--- config.mk ---
export PLATFORM = sky130hd
export DESIGN_NAME = cim_irq_mask_bank
export DESIGN_NICKNAME = d
export VERILOG_FILES = /design/src/cim_pkg.sv /design/src/cim_evt_if.sv /design/src/cim_irq_mask_bank.sv /design/src/cim_pin_filter.sv
export SDC_FILE = /design/constraint.sdc
export NUM_CORES = 1
export LEC_CHECK = 0
export BUFFER_PORTS_ARGS = -buffer_cell sky130_fd_sc_hd__clkbuf_2
export CORE_ASPECT_RATIO = 2
export CORE_MARGIN = 2
export CORE_UTILIZATION = 50
export CTS_BUF_LIST = sky130_fd_sc_hd__clkbuf_2 sky130_fd_sc_hd__clkbuf_4 sky130_fd_sc_hd__clkbuf_8
export DETAILED_ROUTE_END_ITERATION = 7
export PLACE_DENSITY = 0.79
export SKIP_LAST_GASP = 1
export SYNTH_ARGS = -nofsm -noshare
export SYNTH_HDL_FRONTEND = slang
export SYNTH_SLANG_ARGS = --single-unit
--- constraint.sdc ---
create_clock -name core_clk -period 3.8 [get_ports core_clk]
set_input_delay 0.19 -clock core_clk [delete_from_list [all_inputs] [get_ports core_clk]]
set_output_delay 0.19 -clock core_clk [all_outputs]
set_load 0.1 [all_outputs]
--- src/cim_pkg.sv ---
package cim_pkg;

   // Register indices as printed; the bus byte address is four times the index
   localparam logic [7:0]  CIM_IDX_MASK01   = 8'h1f;
   localparam logic [7:0]  CIM_IDX_MASK23   = 8'h20;
   localparam logic [7:0]  CIM_IDX_FLAG01   = 8'h30;
   localparam logic [7:0]  CIM_IDX_FLAG23   = 8'h31;
   localparam logic [7:0]  CIM_IDX_RAW01    = 8'h32;
   localparam logic [7:0]  CIM_IDX_RAW23    = 8'h33;

   // Byte-address width decoded by the slave
   localparam int          CIM_ADDR_W       = 10;

   // Field positions inside every per-pair register
   localparam int          CIM_POS_A_ILIM   = 0;
   localparam int          CIM_POS_A_PGOOD  = 2;
   localparam int          CIM_POS_B_ILIM   = 4;
   localparam int          CIM_POS_B_PGOOD  = 6;
   localparam int          CIM_POS_RSV_LO   = 3;
   localparam int          CIM_POS_RSV_HI   = 7;

   // Bits that carry a mask, flag or raw status
   localparam logic [7:0]  CIM_EVT_BITS     = 8'h55;
   // Reserved bits that software may write but that steer nothing
   localparam logic [7:0]  CIM_RSV_RW_BITS  = 8'h88;
   // Every event suppressed after reset, reserved bits clear
   localparam logic [7:0]  CIM_MASK_RESET   = 8'h55;
   localparam logic [7:0]  CIM_FLAG_RESET   = 8'h00;

   // AHB-Lite encodings
   localparam logic [1:0]  CIM_HTRANS_NSEQ  = 2'h2;
   localparam logic        CIM_HRESP_OKAY   = 1'h0;

   // Bus data-phase states
   typedef enum logic [1:0] {
      CIM_ST_IDLE,
      CIM_ST_WRITE,
      CIM_ST_RD_WAIT,
      CIM_ST_RD_DONE
   } cim_bus_state_type;

endpackage

--- src/cim_evt_if.sv ---
`timescale 1ns/1ps
`default_nettype none

// Filtered condition levels and their assertion pulses, both in pair layout
interface cim_evt_if;
   logic [7:0] level;
   logic [7:0] rise;

   modport src (output level, output rise);
   modport dst (input level, input rise);
endinterface

`default_nettype wire

--- src/cim_irq_mask_bank.sv ---
// Implementation choice: the AHB-Lite slave port.
`timescale 1ns/1ps
`default_nettype none

// Functional notes
// [RQ1] Pair-01 mask bit 2, reset 1: set blocks converter-0 power-good interrupt.
// [RQ2] Pair-01 mask bit 0, reset 1: set blocks converter-0 current-limit interrupt.
// [RQ3] Pair-01 mask bit 6 blocks converter-1 power-good interrupt; raw bit untouched.
// [RQ4] Pair-23 mask bit 6, reset 1: set blocks converter-3 power-good interrupt.
// [RQ5] Pair-23 mask bit 4, reset 1: set blocks converter-3 current-limit interrupt.
// [RQ6] Pair-23 mask bit 2, reset 1: set blocks converter-2 power-good interrupt.
// [RQ7] Pair-23 mask bit 0, read/write: set blocks converter-2 current-limit interrupt.
// [RQ8] Masks gate only interrupts; raw status always follows the live condition.
// [RQ9] Pair-01 mask bit 4, reset 1: set blocks converter-1 current-limit interrupt.
// [RQ10] Reserved bits 7,5,3,1 read zero after reset and never affect interrupts.
// [RQ11] Raw power-good reads 1 while output is below threshold, else 0.
// [RQ12] Raw current-limit reads 1 while the limit is active, else 0.
module cim_irq_mask_bank
   import cim_pkg::*;
(
   input  wire logic                  core_clk,
   input  wire logic                  srst,
   // AHB-Lite slave
   input  wire logic                  hsel,
   input  wire logic [CIM_ADDR_W-1:0] haddr,
   input  wire logic [1:0]            htrans,
   input  wire logic                  hwrite,
   input  wire logic [2:0]            hsize,
   input  wire logic [31:0]           hwdata,
   input  wire logic                  hready,
   output logic      [31:0]           hrdata,
   output logic                       hreadyout,
   output logic                       hresp,
   // Live converter conditions from the analog side, asynchronous
   input  wire logic [3:0]            conv_pgood_low,
   input  wire logic [3:0]            conv_overcurrent,
   // Level interrupt, high while an unmasked flag is set
   output logic                       irq
);

   // Pack two converters' conditions into the common pair layout
   function automatic logic [7:0] pair_pack(input logic pg_b, input logic il_b,
                                             input logic pg_a, input logic il_a);
      logic [7:0] v;
      v                  = 8'h00;
      v[CIM_POS_A_ILIM]  = il_a;
      v[CIM_POS_A_PGOOD] = pg_a;
      v[CIM_POS_B_ILIM]  = il_b;
      v[CIM_POS_B_PGOOD] = pg_b;
      return v;
   endfunction

   // Turn a byte address into a register index; misaligned gives no match
   function automatic logic [7:0] addr_index(input logic [CIM_ADDR_W-1:0] a);
      return (a[1:0] == 2'h0) ? a[CIM_ADDR_W-1:2] : 8'hff;
   endfunction

   // Software-visible state
   logic [7:0]        mask01_r;
   logic [7:0]        mask01_nxt;
   logic [7:0]        mask23_r;
   logic [7:0]        mask23_nxt;
   logic [7:0]        flag01_r;
   logic [7:0]        flag01_nxt;
   logic [7:0]        flag23_r;
   logic [7:0]        flag23_nxt;

   // Bus tracking
   cim_bus_state_type state_r;
   cim_bus_state_type state_nxt;
   logic [7:0]        idx_r;
   logic [7:0]        idx_nxt;
   logic [31:0]       hrdata_r;
   logic [31:0]       hrdata_nxt;
   logic              hreadyout_r;
   logic              hreadyout_nxt;
   logic              irq_r;
   logic              irq_nxt;
   logic              hresp_r;

   // Decoded write strobes
   logic              wr_go;
   logic [7:0]        wr_byte;
   logic              accept;

   // Packed pins and synchronised conditions
   logic [7:0]        pins01;
   logic [7:0]        pins23;
   logic [7:0]        raw01;
   logic [7:0]        raw23;
   logic [7:0]        rise01;
   logic [7:0]        rise23;

   cim_evt_if         evt01 ();
   cim_evt_if         evt23 ();

   // Pins are laid out like the mask registers so one index covers both
   assign pins01 = pair_pack(conv_pgood_low[1], conv_overcurrent[1],
                             conv_pgood_low[0], conv_overcurrent[0]);
   assign pins23 = pair_pack(conv_pgood_low[3], conv_overcurrent[3],
                             conv_pgood_low[2], conv_overcurrent[2]);

   cim_pin_filter u_filt01 (
      .core_clk (core_clk),
      .srst     (srst),
      .pins     (pins01),
      .evt      (evt01.src)
   );

   cim_pin_filter u_filt23 (
      .core_clk (core_clk),
      .srst     (srst),
      .pins     (pins23),
      .evt      (evt23.src)
   );

   // Raw status is the filtered level itself, never touched by any mask
   assign raw01  = evt01.level & CIM_EVT_BITS;   // [RQ8] [RQ11] [RQ12]
   assign raw23  = evt23.level & CIM_EVT_BITS;   // [RQ8] [RQ11] [RQ12]
   assign rise01 = evt01.rise & CIM_EVT_BITS;
   assign rise23 = evt23.rise & CIM_EVT_BITS;

   // A transfer is taken on a NONSEQ address phase while the bus is ready
   assign accept  = hsel && hready && (htrans == CIM_HTRANS_NSEQ);
   assign wr_go   = (state_r == CIM_ST_WRITE);
   assign wr_byte = hwdata[7:0];

   // Bus sequencing: writes finish with no wait, reads take one wait state
   // so that a read right after a write sees the value just written
   always_comb begin
      state_nxt     = state_r;
      idx_nxt       = idx_r;
      hreadyout_nxt = 1'b1;
      case (state_r)
         CIM_ST_IDLE,
         CIM_ST_WRITE,
         CIM_ST_RD_DONE: begin
            if (accept) begin
               idx_nxt = addr_index(haddr);
               if (hwrite) begin
                  state_nxt = CIM_ST_WRITE;
               end else begin
                  state_nxt     = CIM_ST_RD_WAIT;
                  hreadyout_nxt = 1'b0;
               end
            end else begin
               state_nxt = CIM_ST_IDLE;
            end
         end
         CIM_ST_RD_WAIT: begin
            state_nxt = CIM_ST_RD_DONE;
         end
         default: begin
            state_nxt = CIM_ST_IDLE;
         end
      endcase
   end

   always_ff @(posedge core_clk) begin
      if (srst) begin
         state_r     <= CIM_ST_IDLE;
         idx_r       <= 8'hff;
         hreadyout_r <= 1'b1;
      end else begin
         state_r     <= state_nxt;
         idx_r       <= idx_nxt;
         hreadyout_r <= hreadyout_nxt;
      end
   end

   // Mask registers; bits 5 and 1 have no storage, bits 7 and 3 store but steer nothing
   always_comb begin
      mask01_nxt = mask01_r;
      mask23_nxt = mask23_r;
      if (wr_go && (idx_r == CIM_IDX_MASK01)) begin
         mask01_nxt = wr_byte & (CIM_EVT_BITS | CIM_RSV_RW_BITS);   // [RQ1] [RQ2] [RQ3] [RQ9] [RQ10]
      end
      if (wr_go && (idx_r == CIM_IDX_MASK23)) begin
         mask23_nxt = wr_byte & (CIM_EVT_BITS | CIM_RSV_RW_BITS);   // [RQ4] [RQ5] [RQ6] [RQ7] [RQ10]
      end
   end

   always_ff @(posedge core_clk) begin
      if (srst) begin
         mask01_r <= CIM_MASK_RESET;   // [RQ1] [RQ2] [RQ9] [RQ10]
         mask23_r <= CIM_MASK_RESET;   // [RQ4] [RQ5] [RQ6] [RQ7] [RQ10]
      end else begin
         mask01_r <= mask01_nxt;
         mask23_r <= mask23_nxt;
      end
   end

   // Sticky flags: set when a condition asserts, cleared by writing one.
   // A new event in the clearing cycle wins, so no assertion is lost.
   always_comb begin
      flag01_nxt = flag01_r;
      flag23_nxt = flag23_r;
      if (wr_go && (idx_r == CIM_IDX_FLAG01)) begin
         flag01_nxt = flag01_nxt & ~wr_byte;
      end
      if (wr_go && (idx_r == CIM_IDX_FLAG23)) begin
         flag23_nxt = flag23_nxt & ~wr_byte;
      end
      flag01_nxt = (flag01_nxt | rise01) & CIM_EVT_BITS;
      flag23_nxt = (flag23_nxt | rise23) & CIM_EVT_BITS;
   end

   always_ff @(posedge core_clk) begin
      if (srst) begin
         flag01_r <= CIM_FLAG_RESET;
         flag23_r <= CIM_FLAG_RESET;
      end else begin
         flag01_r <= flag01_nxt;
         flag23_r <= flag23_nxt;
      end
   end

   // Interrupt: a flag reaches the pin only where its mask bit is clear.
   // Reserved positions are stripped so their stored bits cannot matter.
   always_comb begin
      irq_nxt = |(flag01_nxt & ~mask01_nxt & CIM_EVT_BITS)    // [RQ1] [RQ2] [RQ3] [RQ9] [RQ10]
              | |(flag23_nxt & ~mask23_nxt & CIM_EVT_BITS);   // [RQ4] [RQ5] [RQ6] [RQ7] [RQ10]
   end

   always_ff @(posedge core_clk) begin
      if (srst) begin
         irq_r <= 1'b0;
      end else begin
         irq_r <= irq_nxt;
      end
   end

   // Read data is loaded in the wait cycle; unmapped addresses read zero
   always_comb begin
      hrdata_nxt = hrdata_r;
      if (state_r == CIM_ST_RD_WAIT) begin
         case (idx_r)
            CIM_IDX_MASK01: hrdata_nxt = {24'h000000, mask01_r};
            CIM_IDX_MASK23: hrdata_nxt = {24'h000000, mask23_r};
            CIM_IDX_FLAG01: hrdata_nxt = {24'h000000, flag01_r};
            CIM_IDX_FLAG23: hrdata_nxt = {24'h000000, flag23_r};
            CIM_IDX_RAW01:  hrdata_nxt = {24'h000000, raw01};   // [RQ8]
            CIM_IDX_RAW23:  hrdata_nxt = {24'h000000, raw23};   // [RQ8]
            default:        hrdata_nxt = 32'h00000000;
         endcase
      end
   end

   always_ff @(posedge core_clk) begin
      if (srst) begin
         hrdata_r <= 32'h00000000;
      end else begin
         hrdata_r <= hrdata_nxt;
      end
   end

   // Response flop; no transfer is ever refused, so it never leaves OKAY
   always_ff @(posedge core_clk) begin
      hresp_r <= CIM_HRESP_OKAY;
   end

   // All outputs come straight from flops; the response is always OKAY
   assign hrdata    = hrdata_r;
   assign hreadyout = hreadyout_r;
   assign hresp     = hresp_r;
   assign irq       = irq_r;

endmodule

`default_nettype wire

--- src/cim_pin_filter.sv ---
`timescale 1ns/1ps
`default_nettype none

// Three-stage pin synchroniser; a level is accepted once stages two and three agree
module cim_pin_filter
   import cim_pkg::*;
(
   input  wire logic  core_clk,
   input  wire logic  srst,
   input  wire logic [7:0] pins,
   cim_evt_if.src     evt
);

   logic [7:0] meta_r;
   logic [7:0] sync_r;
   logic [7:0] hold_r;
   logic [7:0] level_r;
   logic [7:0] level_nxt;
   logic [7:0] rise_r;
   logic [7:0] rise_nxt;

   // Stage one is only read by stage two
   always_ff @(posedge core_clk) begin
      meta_r <= pins;
      sync_r <= meta_r;
      hold_r <= sync_r;
   end

   // Accept a change only when the last two stages agree
   always_comb begin
      level_nxt = level_r;
      rise_nxt  = 8'h00;
      for (int i = 0; i < 8; i++) begin
         if (sync_r[i] == hold_r[i]) begin
            level_nxt[i] = hold_r[i];
         end
      end
      rise_nxt = level_nxt & ~level_r;
   end

   always_ff @(posedge core_clk) begin
      if (srst) begin
         level_r <= 8'h00;
         rise_r  <= 8'h00;
      end else begin
         level_r <= level_nxt;
         rise_r  <= rise_nxt;
      end
   end

   assign evt.level = level_r;
   assign evt.rise  = rise_r;

endmodule

`default_nettype wire

### Word-level counts from Yosys, hierarchy flattened

Cells that the tools add are included.

* mux-type cells: 18
* bitwise gates (word level): 16
* equality and inequality tests: 18
* reductions and logical operators: 13

Operators by type and width (count)
* $pmux 8 s6: 1
* $and 7x7->7: 6
* $eq 8x6->1 const B: 5
* $not 7->7: 5
* $mux 8: 3
* $mux 7: 2
* $or 7x7->7: 2
* $mux 1: 9
* $eq 1x1->1: 8
* $eq 8x5->1 const B: 1
* $reduce_or 4->1: 2
* $eq 2x2->1 const B: 3
* $logic_and 1x1->1: 6
* $reduce_or 3->1: 2
* $logic_not 2->1: 2
* $mux 2: 2
* $pmux 2 s2: 1
* $eq 2x1->1 const B: 1
* $not 1->1: 2
* $reduce_and 2->1: 1
* $or 1x1->1: 1

* bits in registers: 120
* input bits: 60
* output and inout bits: 35
* word-level logic and storage cells: 84

### Logic depth before layout (Yosys ltp)

Gate-level depths: netlist (run 1).

* depth after elaboration: 7
* gate-level depth with buffers: 7
* depth with buffers taken out: 5

### By module

A second synthesis (run 1) with hierarchy kept.

* cell total of the unflattened synthesis: 411
* area total of the unflattened synthesis: 4289.1 sq um

Modules (own cells, without submodules)
* cim_irq_mask_bank: cells an instance 249, instances 1, area each 2219.6 sq um
* cim_pin_filter: cells an instance 81, instances 2, area each 1034.7 sq um

### Least setup slack after synthesis (run 1)

Ideal clock, no wire load.

* path kind: register to register
* from: register idx_r[0]
* to: register irq_r, in the netlist irq
* library setup time: 74 ps
* path slack: 1758 ps
* stages on the path, launching flop included: 7
* arrival time: 1968 ps
* cells stage by stage: dfxtp_1 > buf_4 > or4b_4 > nor4_4 > mux2_1 > o22a_1 > a31oi_1

* longest elaborated chain between the ends: 7

Ends and longest elaborated chain
* start, declared: RTL line cim_irq_mask_bank.sv:71 `logic [7:0] idx_r;`
* start signal, assigned: RTL line cim_irq_mask_bank.sv:166 `idx_r <= idx_nxt;`
* $eq 8x6->1, or another cell as far along: RTL line cim_irq_mask_bank.sv:198 `if (wr_go && (idx_r == CIM_IDX_FLAG01)) begin`
* $logic_and 1x1->1 (on tied branches)
* $mux 7, or another cell as far along: RTL line cim_irq_mask_bank.sv:198
* $or 7x7->7, or another cell as far along: RTL line cim_irq_mask_bank.sv:204 `flag01_nxt = (flag01_nxt | rise01) & CIM_EVT_BITS;`
* $and 7x7->7 (on tied branches): RTL line cim_irq_mask_bank.sv:221, cim_irq_mask_bank.sv:222
* $reduce_or 4->1 (on tied branches): RTL line cim_irq_mask_bank.sv:221, cim_irq_mask_bank.sv:222
* $or 1x1->1 *: RTL line cim_irq_mask_bank.sv:222 `| |(flag23_nxt & ~mask23_nxt & CIM_EVT_BITS);`
* end signal, assigned: RTL line cim_irq_mask_bank.sv:229 `irq_r <= irq_nxt;`
* end, declared: RTL line cim_irq_mask_bank.sv:77 `logic irq_r;`

Mark *: on every way between the ends. The rest lies on a longest branch, timed or not.
A chain may end at the register's enable or synchronous reset.

### Worst setup path in the final report (run 1)

Same ends and word-level chain as after synthesis.

==> results by group, run 1 <==
Pwr
  – Worst vdd ir: 321 µV
  – Psw: 0.483 mW
  – Int Power: 1.42 mW
  – Clock power share: 0.416
  – Pleak: 1.44 nW
  – Comb power frac: 0.098
  – Seq pwr share: 0.486
  – Pwr Density: 529 mW/mm²
  – Sw Share: 0.254

Yosys
  – Register area share after synthesis: 0.539
  – Syn avg cell area: 9.76 µm²
  – Cell count after synthesis: 320
  – Number of synthesized register bits: 84
  – Top post-synthesis cells by area: dfxtp_1 54%, buf_4 6.3%, o21ai_0 3.8%, nor2_1 3.5%, a21oi_1 2.9%
  – Synthesized area: 0.00312 mm²
  – Largest area contributor in the netlist: dfxtp_1
  – Top FF cell, synth: dfxtp_1
  – Asr flop ratio synth: 0
  – Post-synth EDFFs: 0
  – Netlist cell types: 42
  – Synth top area share: 0.539
  – Ys Warns: 0

Drt
  – DRC: 0
  – Detailed Route Iter0 Violations: 125
  – WL final: 6.34 mm
  – WL met2: 3.51 mm
  – Detail Route Antenna Nets: 0
  – Via count: 2395
  – Vias per cell: 5.54
  – Met3 WL: 294 µm
  – Drt first pass iters: 4
  – Wire per inst: 14.7 µm
  – WL met1: 2.28 mm
  – Top Layer Used: met4

Place
  – GPL Wtd Cong: 0.893
  – IO buf count: 40
  – HPWL Detailed: 4.68 mm
  – Worst slack, placed: 1.30 ns

Worst setup path
  – Crit. End Element: flop
  – Crit Path Max Fanout: 9
  – Worst path slowest cell: dfxtp_1
  – CP required: 4.07 ns
  – Critical path cell sequence: or4b_4, nor4_4, mux2_1, o22a_1, a31oi_1
  – Crit path DAT: 2.80 ns
  – FF-to-FF setup slack: 1.27 ns
  – Setup CP Type: flop to flop
  – Crit path largest cell delay: 0.56 ns
  – Startpoint types: flop

Clock network
  – Clock Latency Late Sink: 0.36 ns
  – Worst-path clk slew: 0.08 ns
  – CTS-repair resized insts: 0
  – Bufs on Longest Clock Path: 2
  – Root buffer cell: clkbuf_8
  – CTS H-tree lvls: 3
  – CTS tree: built
  – Setup Buffers After CTS: 0
  – Num CTS Buffers: 9
  – Cts hold-fix bufs: 8
  – CTS Sinks: 84

Timing
  – Worst-Margin Slew: 0.874 ns
  – Period minus WS final: 2.53 ns
  – Post-route setup slack: 1.27 ns
  – Setup_tns: 0 ns
  – # setup viols final: 0
  – Rel. slew slack: 0.409
  – Final period utilization: 0.666
  – Unrepaired setup endpoints after global routing: false
  – Fin. Hold Viols: 0
  – F_max: 0.395 GHz
  – Clk_skew: 0.0121 ns
  – Max-slew violations: 0

Finish
  – Layout area overhead: 15.1%
  – Final nets: 424
  – Ant. Diodes: 0
  – Share of post-route cells with drive strength above 1: 0.190
  – Fillers: 525

Global route
  – Congestion Overflow GR: 0
  – First-pass GRT wire length: 10.3 mm
  – Initial antenna violation count: 0
  – Largest net degree at the start of global routing: 40
  – All-Layer GR Usage: 0.203
  – Vias in the first global route: 2353

Die
  – Core area: 0.00601 mm²
  – Starting Density: 0.520
  – I/O pins: 95
  – Full die area: 0.00693 mm²
  – # rows: 40
  – Die Ht: 116 µm
  – Die X: 59.9 µm

Run status
  – Status: finished clean

Job
  – Max cap viols: 0

Hold path
  – Tightest Hold Check Type: input pin to flop
## cell type report
cell class                      instances  area, µm²  share of cell area
Tap cell                               63       78.8              0.0219
Sequential cell                        84       1680               0.468
Inverter                                7       26.3             0.00731
Clock buffer                           11        151              0.0421
Multi-Input combinational cell        212       1250               0.349
Timing Repair Buffer                   50        295              0.0822
Clock inverter                          5        106              0.0296
## layer usage
metal	track usage	vias up
li1	-	1181
met4	0.121	0
met5	0	-
met2	0.361	75
met1	0.197	1120
met3	0.0580	19
## logic make-up after synthesis
kind of cell,after synthesis,synth area share
AO/OA/AOI/OAI,70,0.142
other,1,0.00120
flip-flops,84,0.539
multiplexers,13,0.0453
AND/OR/NAND/NOR,104,0.184
buffers and inverters,48,0.0890
## flip-flops by register name, summed over array words and instances, names as in the netlist, 7 cells and up, named ones only
| register | cells |
|---|---|
| hrdata | 8 |
| mask23_r | 7 |
| mask01_r | 7 |
| idx_r | 8 |
## path summary, 6_finish.rpt
check | start | endpoint | cells past startpoint
setup / recovery | idx_r[0] | irq | 5
hold / removal | hwrite | hreadyout | 3
setup reg to reg | idx_r[0] | irq | 5
hold reg to reg | u_filt23.meta_r[2] | u_filt23.sync_r[2] | 0
## cell usage in the layout (no fill, tap or decap), drive strengths merged, types with 3 or more instances in the layout
master	count
a41oi	3
nor2b	4
and3	3
a21oi	18
inv	8
nand2b	5
clkbuf	51
conb	25
nor4	10
nand3	6
mux2	9
nand4	9
a22o	4
bufinv	3
dlygate4sd3	8
a221oi	4
and2	3
nor2	29
a22oi	4
nor3	12
mux2i	4
o211ai	4
dfxtp	84
o21ai	24
nand2	15
## synth_stat cells (2+ instances only)
master,n
o21ai_0,24
and3_1,3
dfxtp_1,84
nor3_1,12
mux2i_1,4
nor2b_1,4
nor2_1,29
a22oi_1,4
buf_4,26
and2_1,2
nand4_1,9
mux2_2,7
nor4_1,8
o21a_1,2
o211ai_1,4
buf_1,2
inv_1,7
o221ai_1,2
mux2_1,2
nand3_1,6
nand2b_1,5
o22a_1,2
nand2_1,15
a221oi_1,4
nor3b_1,2
a41oi_1,3
a21oi_1,18
a22o_1,4
clkbuf_1,13
## critical path, delay by kind of cell, from the launching register on
kind | cells | cell delay, ns
AOI/OAI and AO/OA | 2 | 0.44
DFF | 1 | 0.56
muxes | 1 | 0.40
and+or+nand+nor | 2 | 1.05
## power by group through the flow
| stage | Sequential (mW) | Combinational, mW | Clock (mW) |
|---|---|---|---|
| after global routing | 0.927 | 0.197 | 0.835 |
| after CTS | 0.923 | 0.186 | 0.804 |
| after detailed placement | 0.944 | 0.180 | 0 |
| after global placement | 0.942 | 0.177 | 0 |
| final | 0.923 | 0.186 | 0.790 |
| after floorplan | 0.949 | 0.165 | 0 |
## metrics by stage
step	hold slack [ns]	instance area, µm²	power (mW)	utilization	std cells
after floorplan	0.218	3210	1.11	-	344
after global placement	0.293	3250	1.12	0.542	408
after detailed placement	0.294	3250	1.12	0.542	408
after CTS	0.0598	3590	1.91	0.598	432
after global routing	0.0832	3590	1.96	0.598	432
final	0.0709	3590	1.90	0.598	432
No activity file was read; power rests on OpenSTA's default activity.
==> run 2: changes to the inputs <==
--- a/config.mk
+++ b/config.mk
@@ -5,13 +5,14 @@
 export SDC_FILE = /design/constraint.sdc
 export NUM_CORES = 1
 export LEC_CHECK = 0
+export ABC_AREA = 1
 export BUFFER_PORTS_ARGS = -buffer_cell sky130_fd_sc_hd__clkbuf_2
 export CORE_ASPECT_RATIO = 2
 export CORE_MARGIN = 2
 export CORE_UTILIZATION = 50
 export CTS_BUF_LIST = sky130_fd_sc_hd__clkbuf_2 sky130_fd_sc_hd__clkbuf_4 sky130_fd_sc_hd__clkbuf_8
 export DETAILED_ROUTE_END_ITERATION = 7
-export PLACE_DENSITY = 0.79
+export PLACE_DENSITY = 0.78
 export SKIP_LAST_GASP = 1
 export SYNTH_ARGS = -nofsm -noshare
 export SYNTH_HDL_FRONTEND = slang
==> constraint.sdc (replaced) <==
create_clock -name core_clk -period 2.6 [get_ports core_clk]
set_input_delay 0.13 -clock core_clk [delete_from_list [all_inputs] [get_ports core_clk]]
set_output_delay 0.13 -clock core_clk [all_outputs]
set_load 0.1 [all_outputs]
==> run 2 against run 1 <==
Setup slack worse by 0.41 ns. Combinational power up 55%. Synthesized area rose by 6.8%. Non-clock buffer count grew 5. Core utilization shrank 0.69 points. Clock skew increased by 0.0015 ns. Routed wire length is 3.6% lower. Largest cell class unchanged.
==> results by group, run 2 <==
Global route
  – Congestion Overflow GR: 0 (unchanged)
  – Initial antenna violation count: 0 (unchanged)
  – All-Layer GR Usage: 0.189 (-0.0139)
  – Vias in the first global route: 2445 (+3.9%)
  – First-pass GRT wire length: 10.4 mm (+0.67%)
  – Largest net degree at the start of global routing: 31 (-23%)

Clock network
  – Bufs on Longest Clock Path: 2 (unchanged)
  – Worst-path clk slew: 0.08 ns (about the same)
  – Root buffer cell: clkbuf_8
  – CTS Sinks: 84 (unchanged)
  – CTS tree: built
  – CTS H-tree lvls: 3 (unchanged)
  – Num CTS Buffers: 9 (unchanged)
  – Clock Latency Late Sink: 0.36 ns (about the same)
  – Setup Buffers After CTS: 0 (unchanged)

Die
  – I/O pins: 95 (unchanged)
  – Full die area: 0.00738 mm² (+6.4%)
  – # rows: 42 (+5.0%)
  – Starting Density: 0.512 (-0.00827)
  – Die Ht: 119 µm (+3.2%)
  – Core area: 0.00652 mm² (+8.5%)
  – Die X: 61.7 µm (+3.1%)

Pwr
  – Pleak: 1.78 nW (+23%)
  – Worst vdd ir: 565 µV (+76%)
  – Pwr Density: 691 mW/mm² (+31%)
  – Total Power Consumption: 2.66 mW (+40%)

Timing
  – Worst-Margin Slew: 0.552 ns (-0.323 ns)
  – Unrepaired setup endpoints after global routing: false
  – Final period utilization: 0.669 (+0.00363)
  – # setup viols final: 0 (unchanged)
  – F_max: 0.575 GHz (+45%)
  – Rel. slew slack: 0.634 (+0.225)
  – Period minus WS final: 1.74 ns (-0.789 ns)
  – Fin. Hold Viols: 0 (unchanged)
  – Max-slew violations: 0 (unchanged)
  – Clk_skew: 0.0137 ns (+0.00154 ns)
  – Setup_tns: 0 ns (unchanged)

Finish
  – Layout area overhead: 15.6%
  – Commonest non-fill, non-tap cells in the layout: 90 x nand2_1, 84 x dfxtp_1, 57 x inv_1
  – Ant. Diodes: 0 (unchanged)
  – Most common cell after layout, fill and taps aside: nand2_1
  – Final nets: 533 (+26%)
  – Share of post-route cells with drive strength above 1: 0.178 (-0.0115)

Yosys
  – Register area share after synthesis: 0.505 (-0.0342)
  – Syn avg cell area: 7.92 µm² (-19%)
  – Cell types with the highest counts after synthesis: 90 x nand2_1, 84 x dfxtp_1, 57 x inv_1, 25 x buf_4, 24 x a21oi_1
  – Netlist cell types: 33 (-21%)
  – Ys Warns: 0 (unchanged)
  – Synth top area share: 0.505 (-0.0342)
  – Top FF cell, synth: dfxtp_1
  – Largest area contributor in the netlist: dfxtp_1
  – Cell count after synthesis: 421 (+32%)
  – Synthesized area: 0.00333 mm² (+6.8%)
  – Number of synthesized register bits: 84 (unchanged)
  – Post-synth EDFFs: 0 (unchanged)
  – Asr flop ratio synth: 0 (unchanged)
  – Most frequent cell after synthesis: nand2_1
  – Top post-synthesis cells by area: dfxtp_1 50%, nand2_1 10%, inv_1 6.4%, buf_4 5.6%, a21oi_1 3.6%

Place
  – GPL Wtd Cong: 0.861 (-3.5%)
  – HPWL Detailed: 4.51 mm (-3.7%)
  – IO buf count: 40 (unchanged)

Drt
  – Wire per inst: 10.8 µm (-26%)
  – Drt first pass iters: 4 (unchanged)
  – WL final: 6.11 mm (-3.6%)
  – Detail Route Antenna Nets: 0 (unchanged)
  – Vias per cell: 4.68 (-16%)
  – Detailed Route Iter0 Violations: 118 (-5.6%)
  – DRC: 0 (unchanged)
  – Via count: 2644 (+10%)

Worst setup path
  – Startpoint types: flop
  – Crit Path Max Fanout: 14 (+5)
  – Setup CP Type: flop to flop
  – Crit. End Element: flop
  – Crit path DAT: 1.97 ns (-0.83 ns)
  – CP required: 2.83 ns (-1.24 ns)

Run status
  – Status: finished clean

Hold path
  – Tightest Hold Check Type: input pin to flop

Job
  – Max cap viols: 0 (unchanged)
==> run 2: changes by cell type after synthesis, moves of 8 or more <==
cell,delta
nand4_1,-8
o21ai_0,-9
nor2_1,-9
nand3_1,+14
inv_2,+10
nor3_1,-9
inv_1,+50
nand2_1,+75
o22ai_1,+10
==> run 2: cells by family after synthesis <==
group           count (synthesis)  share of synthesized area
flops                          84                      0.505
other cells                     1                    0.00113
fa+ha+maj                       1                    0.00300
compound gates                 76                      0.136
buf+inv                       105                      0.150
simple gates                  154                      0.206
==> run 2: worst paths after layout <==
path                             end  cells after the start                from  slack (ns)
hold / removal              idx_r[7]                      3            haddr[9]        0.04
setup / recovery            idx_r[6]                      7          state_r[1]        0.86
setup reg to reg            idx_r[6]                      7          state_r[1]        0.86
hold reg to reg   u_filt01.sync_r[2]                      0  u_filt01.meta_r[2]        0.33
==> run 2: critical path: stages, from the launching register on <==
cell and delay (ns):
dfxtp_1 0.32, inv_2 0.04, nor2_2 0.31, inv_1 0.28, nand2_1 0.21, inv_1 0.20, o21ai_0 0.15, o211ai_1 0.11
==> run 2: repair_timing <==
item	CTS	global route
resized for setup	0	0
hold endpoints to repair	12	0
hold buffers	12	0
==> run 2: stage by stage <==
step | worst slack, ns | utilization | hold slack, ns | instance area [µm²] | cells
3_3_place_gp | 0.880 | 0.538 | 0.233 | 3510 | 538
4_1_cts | 0.830 | 0.591 | 0.0226 | 3850 | 565
6_report | 0.860 | 0.591 | 0.0391 | 3850 | 565
5_1_grt | 0.616 | 0.591 | 0.0416 | 3850 | 565
3_5_place_dp | 0.862 | 0.538 | 0.235 | 3510 | 538
2_1_floorplan | 1.22 | - | 0.158 | 3420 | 445
==> run 2: metal layers <==
| metal | wire, µm | vias to the layer above | global-route usage |
|---|---|---|---|
| met5 | 0 | - | 0 |
| met4 | 128 | 0 | 0.0851 |
| met3 | 204 | 12 | 0.0565 |
| met2 | 3180 | 53 | 0.309 |
| met1 | 2590 | 1177 | 0.216 |
| li1 | - | 1402 | - |
==> run 2: area by class of cell <==
cell class                 count  area, µm²
inverter                      67        251
clock inverter                 4       72.6
multi-input combinational    256       1240
sequential                    84       1680
timing repair buffer          55        343
fill                         648       2660
tap                           88        110
clock buffer                  11        151
==> run 2: where the power goes <==
| part | internal, mW | switching, mW | leakage [nW] |
|---|---|---|---|
| registers | 1.33 | 0.0225 | 0.691 |
| clock network | 0.586 | 0.433 | 0.111 |
| logic | 0.0581 | 0.230 | 0.976 |
| total | 1.97 | 0.686 | 1.78 |
